[src/rcpc_pkg.sv]
package rcpc_pkg;
  // clock and timing
  localparam int CLK_PERIOD_NS = 50;
  localparam int PWR_STAB_NS = 4_600_000;
  localparam int PWR_STAB_CYC =
    (PWR_STAB_NS + CLK_PERIOD_NS - 1) / CLK_PERIOD_NS;
  localparam int DEBOUNCE_NS = 8_000_000;
  localparam int DEBOUNCE_CYC =
    (DEBOUNCE_NS + CLK_PERIOD_NS - 1) / CLK_PERIOD_NS;
  localparam int OSC_WARM_CYC = 2048;
  localparam int SLOW_WARM_TICKS = 5;
  localparam int WDT_TICKS = 256;

  // command codes
  localparam logic [7:0] WDT_CLEAR_CODE = 8'h5a;
  localparam logic [7:0] CLK_APPLY_CODE = 8'h69;

  // register indices, byte address is index times four
  localparam logic [7:0] IDX_WDOG_CLEAR = 8'h86;
  localparam logic [7:0] IDX_POWER_CTRL = 8'h87;
  localparam logic [7:0] IDX_FETCH_WAIT = 8'h8e;
  localparam logic [7:0] IDX_P1_WAKE = 8'h91;
  localparam logic [7:0] IDX_CAUSE_FLAGS = 8'hc0;
  localparam logic [7:0] IDX_SOFT_RESET = 8'hc1;
  localparam logic [7:0] IDX_DIV_SELECT = 8'he5;
  localparam logic [7:0] IDX_CLK_APPLY = 8'he6;

  // field positions
  localparam int POWER_CONTROL_IDLE_BIT = 0;
  localparam int POWER_CONTROL_STOP_BIT = 1;
  localparam int POWER_CONTROL_GF0_BIT = 2;
  localparam int FLAG_LVD_BIT = 7;
  localparam int FLAG_WDT_BIT = 6;
  localparam int FLAG_PIN_BIT = 5;
  localparam int SOFTWARE_RESET_REGISTER_REQ_BIT = 0;
  localparam int FETCH_LSB = 4;

  // reset values and the highest divider code that is applied
  localparam logic [2:0] FETCH_WAIT_RST = 3'h7;
  localparam logic [3:0] FETCH_LOW_BITS = 4'h1;
  localparam logic [2:0] DIV_SELECT_RST = 3'h7;
  localparam logic [2:0] DIV_ACTIVE_RST = 3'h0;
  localparam logic [2:0] DIV_SELECT_MAX = 3'h5;
  localparam logic [7:0] P1_WAKE_RST = 8'h00;

  // watchdog option encodings
  localparam logic [1:0] WDT_MODE_OFF = 2'h0;
  localparam logic [1:0] WDT_MODE_ENABLE = 2'h1;
  localparam logic [1:0] WDT_MODE_ALWAYS = 2'h2;

  typedef enum logic [2:0] {
    SEQ_HOLD,
    SEQ_POWER,
    SEQ_OSC,
    SEQ_SLOW,
    SEQ_RUN,
    SEQ_SOFT
  } rcpc_seq_t;
endpackage

[src/rcpc_top.sv]
// The implementer's own choice: the APB slave port.
`timescale 1ns/100ps
module rcpc_top
  import rcpc_pkg::*;
#(
  parameter int PWR_STAB_CYCLES = PWR_STAB_CYC,
  parameter int DEBOUNCE_CYCLES = DEBOUNCE_CYC
)
(
  // clock, reset, enable
  input wire logic clk,
  input wire logic rst,
  input wire logic clkEn,
  // apb slave
  input wire logic psel,
  input wire logic penable,
  input wire logic pwrite,
  input wire logic [11:0] paddr,
  input wire logic [31:0] pwdata,
  output logic [31:0] prdata,
  output logic pready,
  output logic pslverr,
  // option straps
  input wire logic cfgLvdEn,
  input wire logic cfgPinResetEn,
  input wire logic cfgDebounceEn,
  input wire logic [1:0] cfgWdtMode,
  input wire logic [1:0] cfgWdtPrescale,
  // asynchronous inputs
  input wire logic supplyLow,
  input wire logic resetPinN,
  input wire logic slowOscClk,
  input wire logic [7:0] port0In,
  input wire logic [7:0] port1In,
  // same-domain event
  input wire logic irqEvent,
  // system controls
  output logic sysReset,
  output logic cpuRun,
  output logic cpuClkEn,
  output logic fetchEn,
  output logic periphRun,
  output logic fastOscRun
);
  localparam int SEQ_MAX =
    (PWR_STAB_CYCLES > OSC_WARM_CYC) ? PWR_STAB_CYCLES : OSC_WARM_CYC;
  localparam int SEQ_W = $clog2(SEQ_MAX + 1);
  localparam int DEB_W = $clog2(DEBOUNCE_CYCLES + 1);

  generate
    if (PWR_STAB_CYCLES < 1 || DEBOUNCE_CYCLES < 1)
    begin : g_bad_param
      $error("rcpc_top: cycle counts must be at least one");
    end
  endgenerate

  // synchronisers: first stage feeds only the second
  logic [19:0] syncMeta_r;
  logic [19:0] syncOut_r;
  logic slowLast_r;
  logic [7:0] port0Last_r;
  logic [7:0] port1Last_r;
  always_ff @(posedge clk)
  begin
    if (rst)
    begin
      syncMeta_r <= 20'h00002;
      syncOut_r <= 20'h00002;
      slowLast_r <= 1'b0;
      port0Last_r <= 8'h00;
      port1Last_r <= 8'h00;
    end
    else if (clkEn)
    begin
      syncMeta_r <= {1'b0, port1In, port0In, slowOscClk, resetPinN,
        supplyLow};
      syncOut_r <= syncMeta_r;
      slowLast_r <= syncOut_r[2];
      port0Last_r <= syncOut_r[10:3];
      port1Last_r <= syncOut_r[18:11];
    end
  end

  logic lowSupply;
  logic pinHigh;
  logic slowTick;
  assign lowSupply = syncOut_r[0];
  assign pinHigh = syncOut_r[1];
  assign slowTick = syncOut_r[2] & ~slowLast_r;

  // state
  rcpc_seq_t seq_r;
  logic [SEQ_W-1:0] seqCnt_r;
  logic [7:0] p1Wake_r;
  logic idle_r;
  logic stop_r;
  logic gf0_r;
  logic [2:0] divSelect_r;
  logic [2:0] divActive_r;
  logic [2:0] fetchWait_r;
  logic [2:0] causeFlags_r;
  logic softFlag_r;
  logic softArmed_r;
  logic softReq_r;
  logic wdtFire_r;
  logic [4:0] wdtPre_r;
  logic [7:0] wdtCnt_r;
  logic [DEB_W-1:0] debCnt_r;
  logic debDone_r;
  logic [6:0] divCnt_r;
  logic [2:0] fetchCnt_r;

  // apb decode
  logic [7:0] regIdx;
  logic mapped;
  logic setup;
  logic wrAccess;
  logic [7:0] wrByte;
  assign regIdx = paddr[9:2];
  assign setup = psel & ~penable;
  assign wrAccess = psel & penable & pready & pwrite;
  assign wrByte = pwdata[7:0];

  always_comb
  begin
    mapped = 1'b0;
    if (paddr[11:10] == 2'h0 && paddr[1:0] == 2'h0)
    begin
      unique case (regIdx)
        IDX_WDOG_CLEAR, IDX_POWER_CTRL, IDX_FETCH_WAIT, IDX_P1_WAKE,
        IDX_CAUSE_FLAGS, IDX_SOFT_RESET, IDX_DIV_SELECT,
        IDX_CLK_APPLY: mapped = 1'b1;
        default: mapped = 1'b0;
      endcase
    end
  end

  logic [7:0] rdByte;
  always_comb
  begin
    rdByte = 8'h00;
    unique case (regIdx)
      IDX_POWER_CTRL: rdByte = {5'h00, gf0_r, stop_r, idle_r};
      IDX_FETCH_WAIT: rdByte = {1'b0, fetchWait_r, FETCH_LOW_BITS};
      IDX_P1_WAKE: rdByte = p1Wake_r;
      IDX_CAUSE_FLAGS: rdByte = {causeFlags_r, 5'h00};
      IDX_SOFT_RESET: rdByte = {7'h00, softFlag_r};
      IDX_DIV_SELECT: rdByte = {5'h00, divSelect_r};
      default: rdByte = 8'h00;
    endcase
  end

  always_ff @(posedge clk)
  begin
    if (rst)
    begin
      pready <= 1'b0;
      pslverr <= 1'b0;
      prdata <= 32'h00000000;
    end
    else if (clkEn)
    begin
      // answer in the first access cycle
      pready <= setup;
      pslverr <= setup & ~mapped;
      prdata <= (setup && !pwrite && mapped) ? {24'h000000, rdByte} :
        32'h00000000;
    end
  end

  // reset sources
  logic lvdReq;
  logic pinLow;
  logic pinReq;
  logic srcActive;
  logic running;
  logic portChange;
  assign lvdReq = cfgLvdEn & lowSupply;
  assign pinLow = cfgPinResetEn & ~pinHigh;
  assign pinReq = pinLow & (~cfgDebounceEn | debDone_r);
  assign srcActive = lvdReq | pinReq | wdtFire_r;
  assign running = (seq_r == SEQ_RUN);
  assign portChange = |(syncOut_r[10:3] ^ port0Last_r) |
    |((syncOut_r[18:11] ^ port1Last_r) & p1Wake_r);

  // pin de-bounce: a low shorter than the window never raises a request
  always_ff @(posedge clk)
  begin
    if (rst)
    begin
      debCnt_r <= '0;
      debDone_r <= 1'b0;
    end
    else if (clkEn)
    begin
      if (!pinLow)
      begin
        debCnt_r <= '0;
        debDone_r <= 1'b0;
      end
      else if (debCnt_r == DEB_W'(DEBOUNCE_CYCLES - 1))
        debDone_r <= 1'b1;
      else
        debCnt_r <= debCnt_r + 1'b1;
    end
  end

  // power-on sequencer
  always_ff @(posedge clk)
  begin
    if (rst)
    begin
      seq_r <= SEQ_POWER;
      seqCnt_r <= '0;
    end
    else if (clkEn)
    begin
      if (srcActive)
      begin
        seq_r <= SEQ_HOLD;
        seqCnt_r <= '0;
      end
      else
      begin
        unique case (seq_r)
          SEQ_HOLD:
          begin
            seq_r <= SEQ_POWER;
            seqCnt_r <= '0;
          end
          SEQ_POWER:
            if (seqCnt_r == SEQ_W'(PWR_STAB_CYCLES - 1))
            begin
              seq_r <= SEQ_OSC;
              seqCnt_r <= '0;
            end
            else
              seqCnt_r <= seqCnt_r + 1'b1;
          SEQ_OSC:
            if (seqCnt_r == SEQ_W'(OSC_WARM_CYC - 1))
            begin
              seq_r <= SEQ_SLOW;
              seqCnt_r <= '0;
            end
            else
              seqCnt_r <= seqCnt_r + 1'b1;
          SEQ_SLOW:
            if (slowTick)
            begin
              if (seqCnt_r == SEQ_W'(SLOW_WARM_TICKS - 1))
                seq_r <= SEQ_RUN;
              else
                seqCnt_r <= seqCnt_r + 1'b1;
            end
          SEQ_RUN:
            if (softReq_r)
              seq_r <= SEQ_SOFT;
          SEQ_SOFT:
            seq_r <= SEQ_RUN;
          // two codes of the state word are unused
          default:
            seq_r <= SEQ_HOLD;
        endcase
      end
    end
  end

  // cause flags survive the register initialisation
  always_ff @(posedge clk)
  begin
    if (rst)
    begin
      causeFlags_r <= 3'h0;
      softFlag_r <= 1'b0;
    end
    else if (clkEn)
    begin
      if (srcActive)
      begin
        // a new reset episode replaces the old cause
        if (seq_r != SEQ_HOLD)
          causeFlags_r <= {lvdReq, wdtFire_r, pinReq};
        else
          causeFlags_r <= causeFlags_r | {lvdReq, wdtFire_r, pinReq};
        softFlag_r <= 1'b0;
      end
      else if (running && softReq_r)
      begin
        causeFlags_r <= 3'h0;
        softFlag_r <= 1'b1;
      end
    end
  end

  // software registers, held at defaults outside normal running
  always_ff @(posedge clk)
  begin
    if (rst || (clkEn && !running))
    begin
      p1Wake_r <= P1_WAKE_RST;
      idle_r <= 1'b0;
      stop_r <= 1'b0;
      gf0_r <= 1'b0;
      divSelect_r <= DIV_SELECT_RST;
      divActive_r <= DIV_ACTIVE_RST;
      fetchWait_r <= FETCH_WAIT_RST;
      softArmed_r <= 1'b0;
      softReq_r <= 1'b0;
    end
    else if (clkEn)
    begin
      softReq_r <= 1'b0;
      if (idle_r && (portChange || irqEvent))
        idle_r <= 1'b0;
      if (stop_r && portChange)
        stop_r <= 1'b0;
      if (wrAccess)
      begin
        softArmed_r <= 1'b0;
        unique case (regIdx)
          IDX_POWER_CTRL:
          begin
            // a write in the wake cycle still wins
            idle_r <= wrByte[POWER_CONTROL_IDLE_BIT];
            stop_r <= wrByte[POWER_CONTROL_STOP_BIT];
            gf0_r <= wrByte[POWER_CONTROL_GF0_BIT];
          end
          IDX_FETCH_WAIT:
            fetchWait_r <= wrByte[FETCH_LSB +: 3];
          IDX_P1_WAKE:
            p1Wake_r <= wrByte;
          IDX_DIV_SELECT:
            divSelect_r <= wrByte[2:0];
          IDX_CLK_APPLY:
            // reserved codes are not applied
            if (wrByte == CLK_APPLY_CODE && divSelect_r <= DIV_SELECT_MAX)
              divActive_r <= divSelect_r;
          IDX_SOFT_RESET:
            if (wrByte[SOFTWARE_RESET_REGISTER_REQ_BIT])
            begin
              softArmed_r <= ~softArmed_r;
              softReq_r <= softArmed_r;
            end
          default:
          begin
          end
        endcase
      end
    end
  end

  // watchdog
  logic wdtCounting;
  logic [4:0] preMax;
  always_comb
  begin
    wdtCounting = 1'b0;
    if (running)
    begin
      if (cfgWdtMode == WDT_MODE_ALWAYS)
        wdtCounting = 1'b1;
      else if (cfgWdtMode == WDT_MODE_ENABLE)
        wdtCounting = ~idle_r & ~stop_r;
      else
        wdtCounting = 1'b0;
    end
  end
  assign preMax = 5'((6'h04 << cfgWdtPrescale) - 6'h01);

  always_ff @(posedge clk)
  begin
    if (rst)
    begin
      wdtPre_r <= 5'h00;
      wdtCnt_r <= 8'h00;
      wdtFire_r <= 1'b0;
    end
    else if (clkEn)
    begin
      wdtFire_r <= 1'b0;
      if (!running || (wrAccess && regIdx == IDX_WDOG_CLEAR &&
          wrByte == WDT_CLEAR_CODE))
      begin
        wdtPre_r <= 5'h00;
        wdtCnt_r <= 8'h00;
      end
      else if (wdtCounting && slowTick)
      begin
        if (wdtPre_r == preMax)
        begin
          wdtPre_r <= 5'h00;
          wdtCnt_r <= wdtCnt_r + 8'h01;
          if (wdtCnt_r == 8'(WDT_TICKS - 1))
            wdtFire_r <= 1'b1;
        end
        else
          wdtPre_r <= wdtPre_r + 5'h01;
      end
    end
  end

  // cpu clock divider and fetch stretch
  logic [6:0] divMax;
  logic cpuTick;
  logic oscOn;
  assign divMax = 7'((8'h80 >> divActive_r) - 8'h01);
  assign cpuTick = (divCnt_r == divMax) & oscOn;
  assign oscOn = (seq_r == SEQ_OSC || seq_r == SEQ_SLOW || running ||
    seq_r == SEQ_SOFT) && !stop_r;

  always_ff @(posedge clk)
  begin
    if (rst)
    begin
      divCnt_r <= 7'h00;
      fetchCnt_r <= 3'h0;
    end
    else if (clkEn)
    begin
      // restart when the count is past a new ratio so no period overshoots
      if (!oscOn || cpuTick || divCnt_r > divMax)
        divCnt_r <= 7'h00;
      else
        divCnt_r <= divCnt_r + 7'h01;
      if (!running)
        fetchCnt_r <= 3'h0;
      else if (cpuTick && !idle_r)
        fetchCnt_r <= (fetchCnt_r >= fetchWait_r) ? 3'h0 :
          fetchCnt_r + 3'h1;
    end
  end

  // outputs
  always_ff @(posedge clk)
  begin
    if (rst)
    begin
      sysReset <= 1'b1;
      cpuRun <= 1'b0;
      cpuClkEn <= 1'b0;
      fetchEn <= 1'b0;
      periphRun <= 1'b0;
      fastOscRun <= 1'b0;
    end
    else if (clkEn)
    begin
      sysReset <= srcActive || seq_r == SEQ_HOLD || seq_r == SEQ_SOFT;
      cpuRun <= running && !srcActive && !softReq_r;
      // no cpu edge in the cycle that a reset is raised
      cpuClkEn <= running && !srcActive && !softReq_r && cpuTick &&
        !idle_r;
      fetchEn <= running && !srcActive && !softReq_r && cpuTick &&
        !idle_r && fetchCnt_r >= fetchWait_r;
      periphRun <= running && oscOn;
      fastOscRun <= oscOn;
    end
  end
endmodule

[config.mk]
export PLATFORM = sky130hd
export DESIGN_NAME = rcpc_top
export DESIGN_NICKNAME = d
export VERILOG_FILES = /design/src/rcpc_pkg.sv /design/src/rcpc_top.sv
export SDC_FILE = /design/constraint.sdc
export NUM_CORES = 1
export LEC_CHECK = 0
export BUFFER_PORTS_ARGS = -buffer_cell sky130_fd_sc_hd__buf_2
export CAP_MARGIN = 10
export CORE_UTILIZATION = 52
export DETAILED_ROUTE_END_ITERATION = 6
export PLACE_DENSITY = 0.84
export SYNTH_ARGS = -nofsm -noshare
export SYNTH_HDL_FRONTEND = slang
export SYNTH_SLANG_ARGS = --single-unit
export TNS_END_PERCENT = 1
[constraint.sdc]
create_clock -name clk -period 2.6 [get_ports clk]
set_input_delay 0.39 -clock clk [delete_from_list [all_inputs] [get_ports clk]]
set_output_delay 0.39 -clock clk [all_outputs]
set_load 0.1 [all_outputs]
==> qor.csv <==
stage,metric,value,unit
run_status,outcome,finished with violations,
run_status,failing checks,"design-rule violations, negative setup slack",
clock_network,Root Driver,clkbuf_16,
die,Core Area,14800,µm²
logic_synthesis,sequential fraction of the synthesis area,40.3,%
pwr,Comb power frac,11.8,%
timing,final setup fails,2,
hold_path,Min-Delay Path Depth,3,
logic_synthesis,synthesis-stage register bit count,160,
timing,final hold violation count,0,
hold_path,Hold EP,syncMeta_r[1],
die,die span in y,126,µm
clock_network,Clock Latency Late Sink,430,ps
pwr,P_int,4.21,mW
detailed_routing,remaining antenna violation count,0,
placement,placed insts,1149,
die,Die Span X,126,µm
hold_path,path type of the worst min-delay path,input pin to register,
timing,post-route setup slack,-38.4,ps
flow_run,max capacitance violation total,0,
detailed_routing,DRC Markers,2,
die,Die Area,15800,µm²
die,Ports,117,
logic_synthesis,"Avg Cell Area, Syn",8.82,µm²
logic_synthesis,Mapped Cells,902,
critical_path,Worst Path Required,2960,ps
global_routing,vias in the first global route,6412,
logic_synthesis,Post-Syn Area,7950,µm²
cells_and_area,Antenna Diode Count,0,
detailed_routing,drt total wl,18.7,mm
cells_and_area,Final nets,1087,
global_routing,first-pass GRT wire length,30.1,mm
timing,crit path time final,2640,ps
logic_synthesis,top_reg_cell synth,dfxtp_1,
critical_path,"setup slack, reg-to-reg",-40,ps
clock_network,Worst-path clk slew,70,ps
critical_path,R2R cell count,12,
detailed_routing,met2 routed WL,9.01,mm
clock_network,htree depth,4,
die,Initial Util,53.9,%
timing,Final Max Slew Viols,0,
logic_synthesis,unique cell type count in the Yosys netlist,73,
timing,final period utilization,101,%
detailed_routing,metal3 WL,1.17,mm
pwr,Final Power,5.72,mW
global_routing,largest net degree at the start of global routing,86,
cells_and_area,Fillers,1214,
pwr,sequential power share,44.5,%
detailed_routing,detailed-route via count,6894,
pwr,clock network power share,43.7,%
logic_synthesis,"Async S/R FF share, synth",0,%
placement,IO Port Bufs,68,
die,row count,44,
hold_path,hold path start,resetPinN,
critical_path,Critical R2R Launch,divActive_r[0],
logic_synthesis,"top cells by count, synth","dfxtp_1, nor2_1, mux2i_1",
global_routing,GRT Overall Usage,23.7,%
detailed_routing,M1 wire length,8.02,mm
critical_path,CP startpoint kind,register,
timing,Fmax,379,MHz
pwr,Pwr per Cell Area,619,nW/µm²
logic_synthesis,top-count cell post-synth,dfxtp_1,
logic_synthesis,Post-synth EDFFs,0,
critical_path,CP max FO,6,
clock_network,Clock Sinks,160,
cells_and_area,share of layout cells above drive strength 1,18.9,%
detailed_routing,DR top layer,met4,
critical_path,CP endpoint kind,register,
detailed_routing,Routed WL per cell,15.7,µm
logic_synthesis,top area cells in the synthesized netlist,"dfxtp_1, mux2i_1, nor2_1",
detailed_routing,DRT Pass-1 Iters,7,
cells_and_area,fin cells,1188,
timing,RSZ-0062 raised after global routing,true,
pwr,P_leak,3.88,nW
critical_path,Setup Crit Path Kind,register to register,
logic_synthesis,Synth top area share,40.3,%
global_routing,antenna violations before repair,0,
placement,HPWL Detailed,12.8,mm
logic_synthesis,Syn. warnings,0,
pwr,IR Drop Worst-Case VDD,0.000573,V
detailed_routing,Vias/cell,5.80,
timing,Slew @ Worst Pin,883,ps
clock_network,CTS tree,yes,
timing,clk_skew,13.4,ps
global_routing,total grt overflow,0,
placement,GPL Wtd Cong,0.886,
logic_synthesis,Yosys top cell by area,dfxtp_1,
critical_path,critical path arrival,3000,ps
detailed_routing,First DRT Iteration DRCs,557,
pwr,NetSw,1.51,mW
clock_network,Inserted Clock Buffers,17,
critical_path,RR Endpoint,fetchCnt_r[1],
cells_and_area,Area Growth Syn to Fin,16.3,%
pwr,switching share of power,26.4,%
clock_network,CTS max path bufs,2,
timing,Rel. slew slack,41.1,%
routing by layer:
metal | up-vias | GRT usage, %
met1 | 3275 | 29.4
met5 | - | 0
met3 | 42 | 5.06
met4 | 0 | 11.3
met2 | 238 | 39.3
li1 | 3339 | -
power groups by stage:
stage,clock network (mW),logic [mW],registers (mW)
2_1_floorplan,0,0.497,2.61
3_3_place_gp,0,0.617,2.59
3_5_place_dp,0,0.628,2.60
4_1_cts,2.54,0.638,2.54
5_1_grt,2.64,0.716,2.55
6_report,2.50,0.674,2.55
layout by cell type, fill, tap and decap left out, types with 5 or more instances in the layout:
cell type | Yosys | final
a21o_1 | 8 | 8
a21oi_1 | 26 | 22
a22o_1 | 19 | 19
a22oi_1 | 8 | 8
and2_1 | 6 | 5
and3_1 | 5 | 5
buf_2 | 2 | 67
buf_4 | 24 | 47
clkbuf_16 | 0 | 17
conb_1 | 1 | 24
dfxtp_1 | 160 | 154
dfxtp_2 | 0 | 6
ha_1 | 18 | 16
inv_1 | 30 | 29
mux2i_1 | 74 | 74
nand2_1 | 50 | 49
nand2b_1 | 9 | 9
nand3_1 | 23 | 22
nand3b_1 | 6 | 6
nand4_1 | 20 | 20
nor2_1 | 139 | 139
nor2b_1 | 9 | 9
nor3_1 | 36 | 36
nor3b_1 | 6 | 6
nor4_1 | 12 | 12
o211ai_1 | 6 | 6
o21ai_0 | 20 | 19
o21ai_1 | 10 | 10
or2_2 | 8 | 8
or3_1 | 10 | 8
xnor2_1 | 24 | 24
xor2_1 | 25 | 25
how the worst max path moves through the flow:
stage | start | endpoint | slack [ps] | depth (start not counted)
after floorplan | divActive_r[1] | fetchCnt_r[0] | -180 | 13
after global placement | divActive_r[1] | fetchCnt_r[1] | 20 | 12
after detailed placement | seqCnt_r[0] | seqCnt_r[4] | -80 | 7
after CTS | divActive_r[1] | fetchCnt_r[1] | -20 | 12
after global routing | divActive_r[0] | fetchCnt_r[1] | -120 | 12
final | divActive_r[0] | fetchCnt_r[1] | -40 | 12
flip-flops by register name (all words and copies together) (netlist names), 3 cells and up:
register      cells
syncMeta_r       19
fetchCnt_r        3
causeFlags_r      3
seq_r             3
syncOut_r        19
divActive_r       3
debCnt_r         18
wdtCnt_r          8
divCnt_r          7
fetchWait_r       3
wdtPre_r          5
seqCnt_r         17
prdata            8
port0Last_r       8
divSelect_r       3
p1Wake_r          8
port1Last_r       8
what timing repair did:
action                                  in CTS  in global routing
pin swaps                                    1                 15
gates resized for setup                      5                 19
hold buffers                                 0                  0
setup buffers                                0                  8
endpoints found under the setup margin      14                 17
through the flow:
stage	area, µm²	worst slack (ps)	setup TNS, ps	utilization [%]	hold slack [ps]
floorplan	8040	-180	-228	-	431
global placement	8520	24.1	0	57.7	441
detailed placement	8520	-78.1	-351	57.7	458
CTS	9130	-21.5	-21.5	61.9	155
global route	9250	-119	-460	62.7	180
finish	9250	-38.4	-39.3	62.7	165
layout make-up:
cell class | instances | area [µm²] | share of cell area, %
clock buffers | 21 | 470 | 5.09
multi-input cells | 667 | 4400 | 47.5
repair buffers | 116 | 707 | 7.64
clock inverters | 10 | 125 | 1.35
inverters | 30 | 113 | 1.22
flip-flops and latches | 160 | 3210 | 34.7
well taps | 184 | 230 | 2.49
critical path, cell delays in order (launching register included):
cell      delay (ps)
dfxtp_2          330
nand3b_1         180
ha_2             210
inv_2             60
nand2_2           60
o21ai_2          160
a21oi_2           70
ha_1             300
nand4_1          160
or3_4            400
buf_6            140
or3_4            370
a21oi_2          130
kinds of logic after synthesis:
logic type / synth area share [%]
xor+xnor: 5.40
compound gates: 12.6
other cells: 0.0472
buf+inv: 6.39
simple gates: 23.1
flops: 40.3
fa+ha+maj: 2.83
mux: 9.31
No activity file was read; power rests on OpenSTA's default activity.
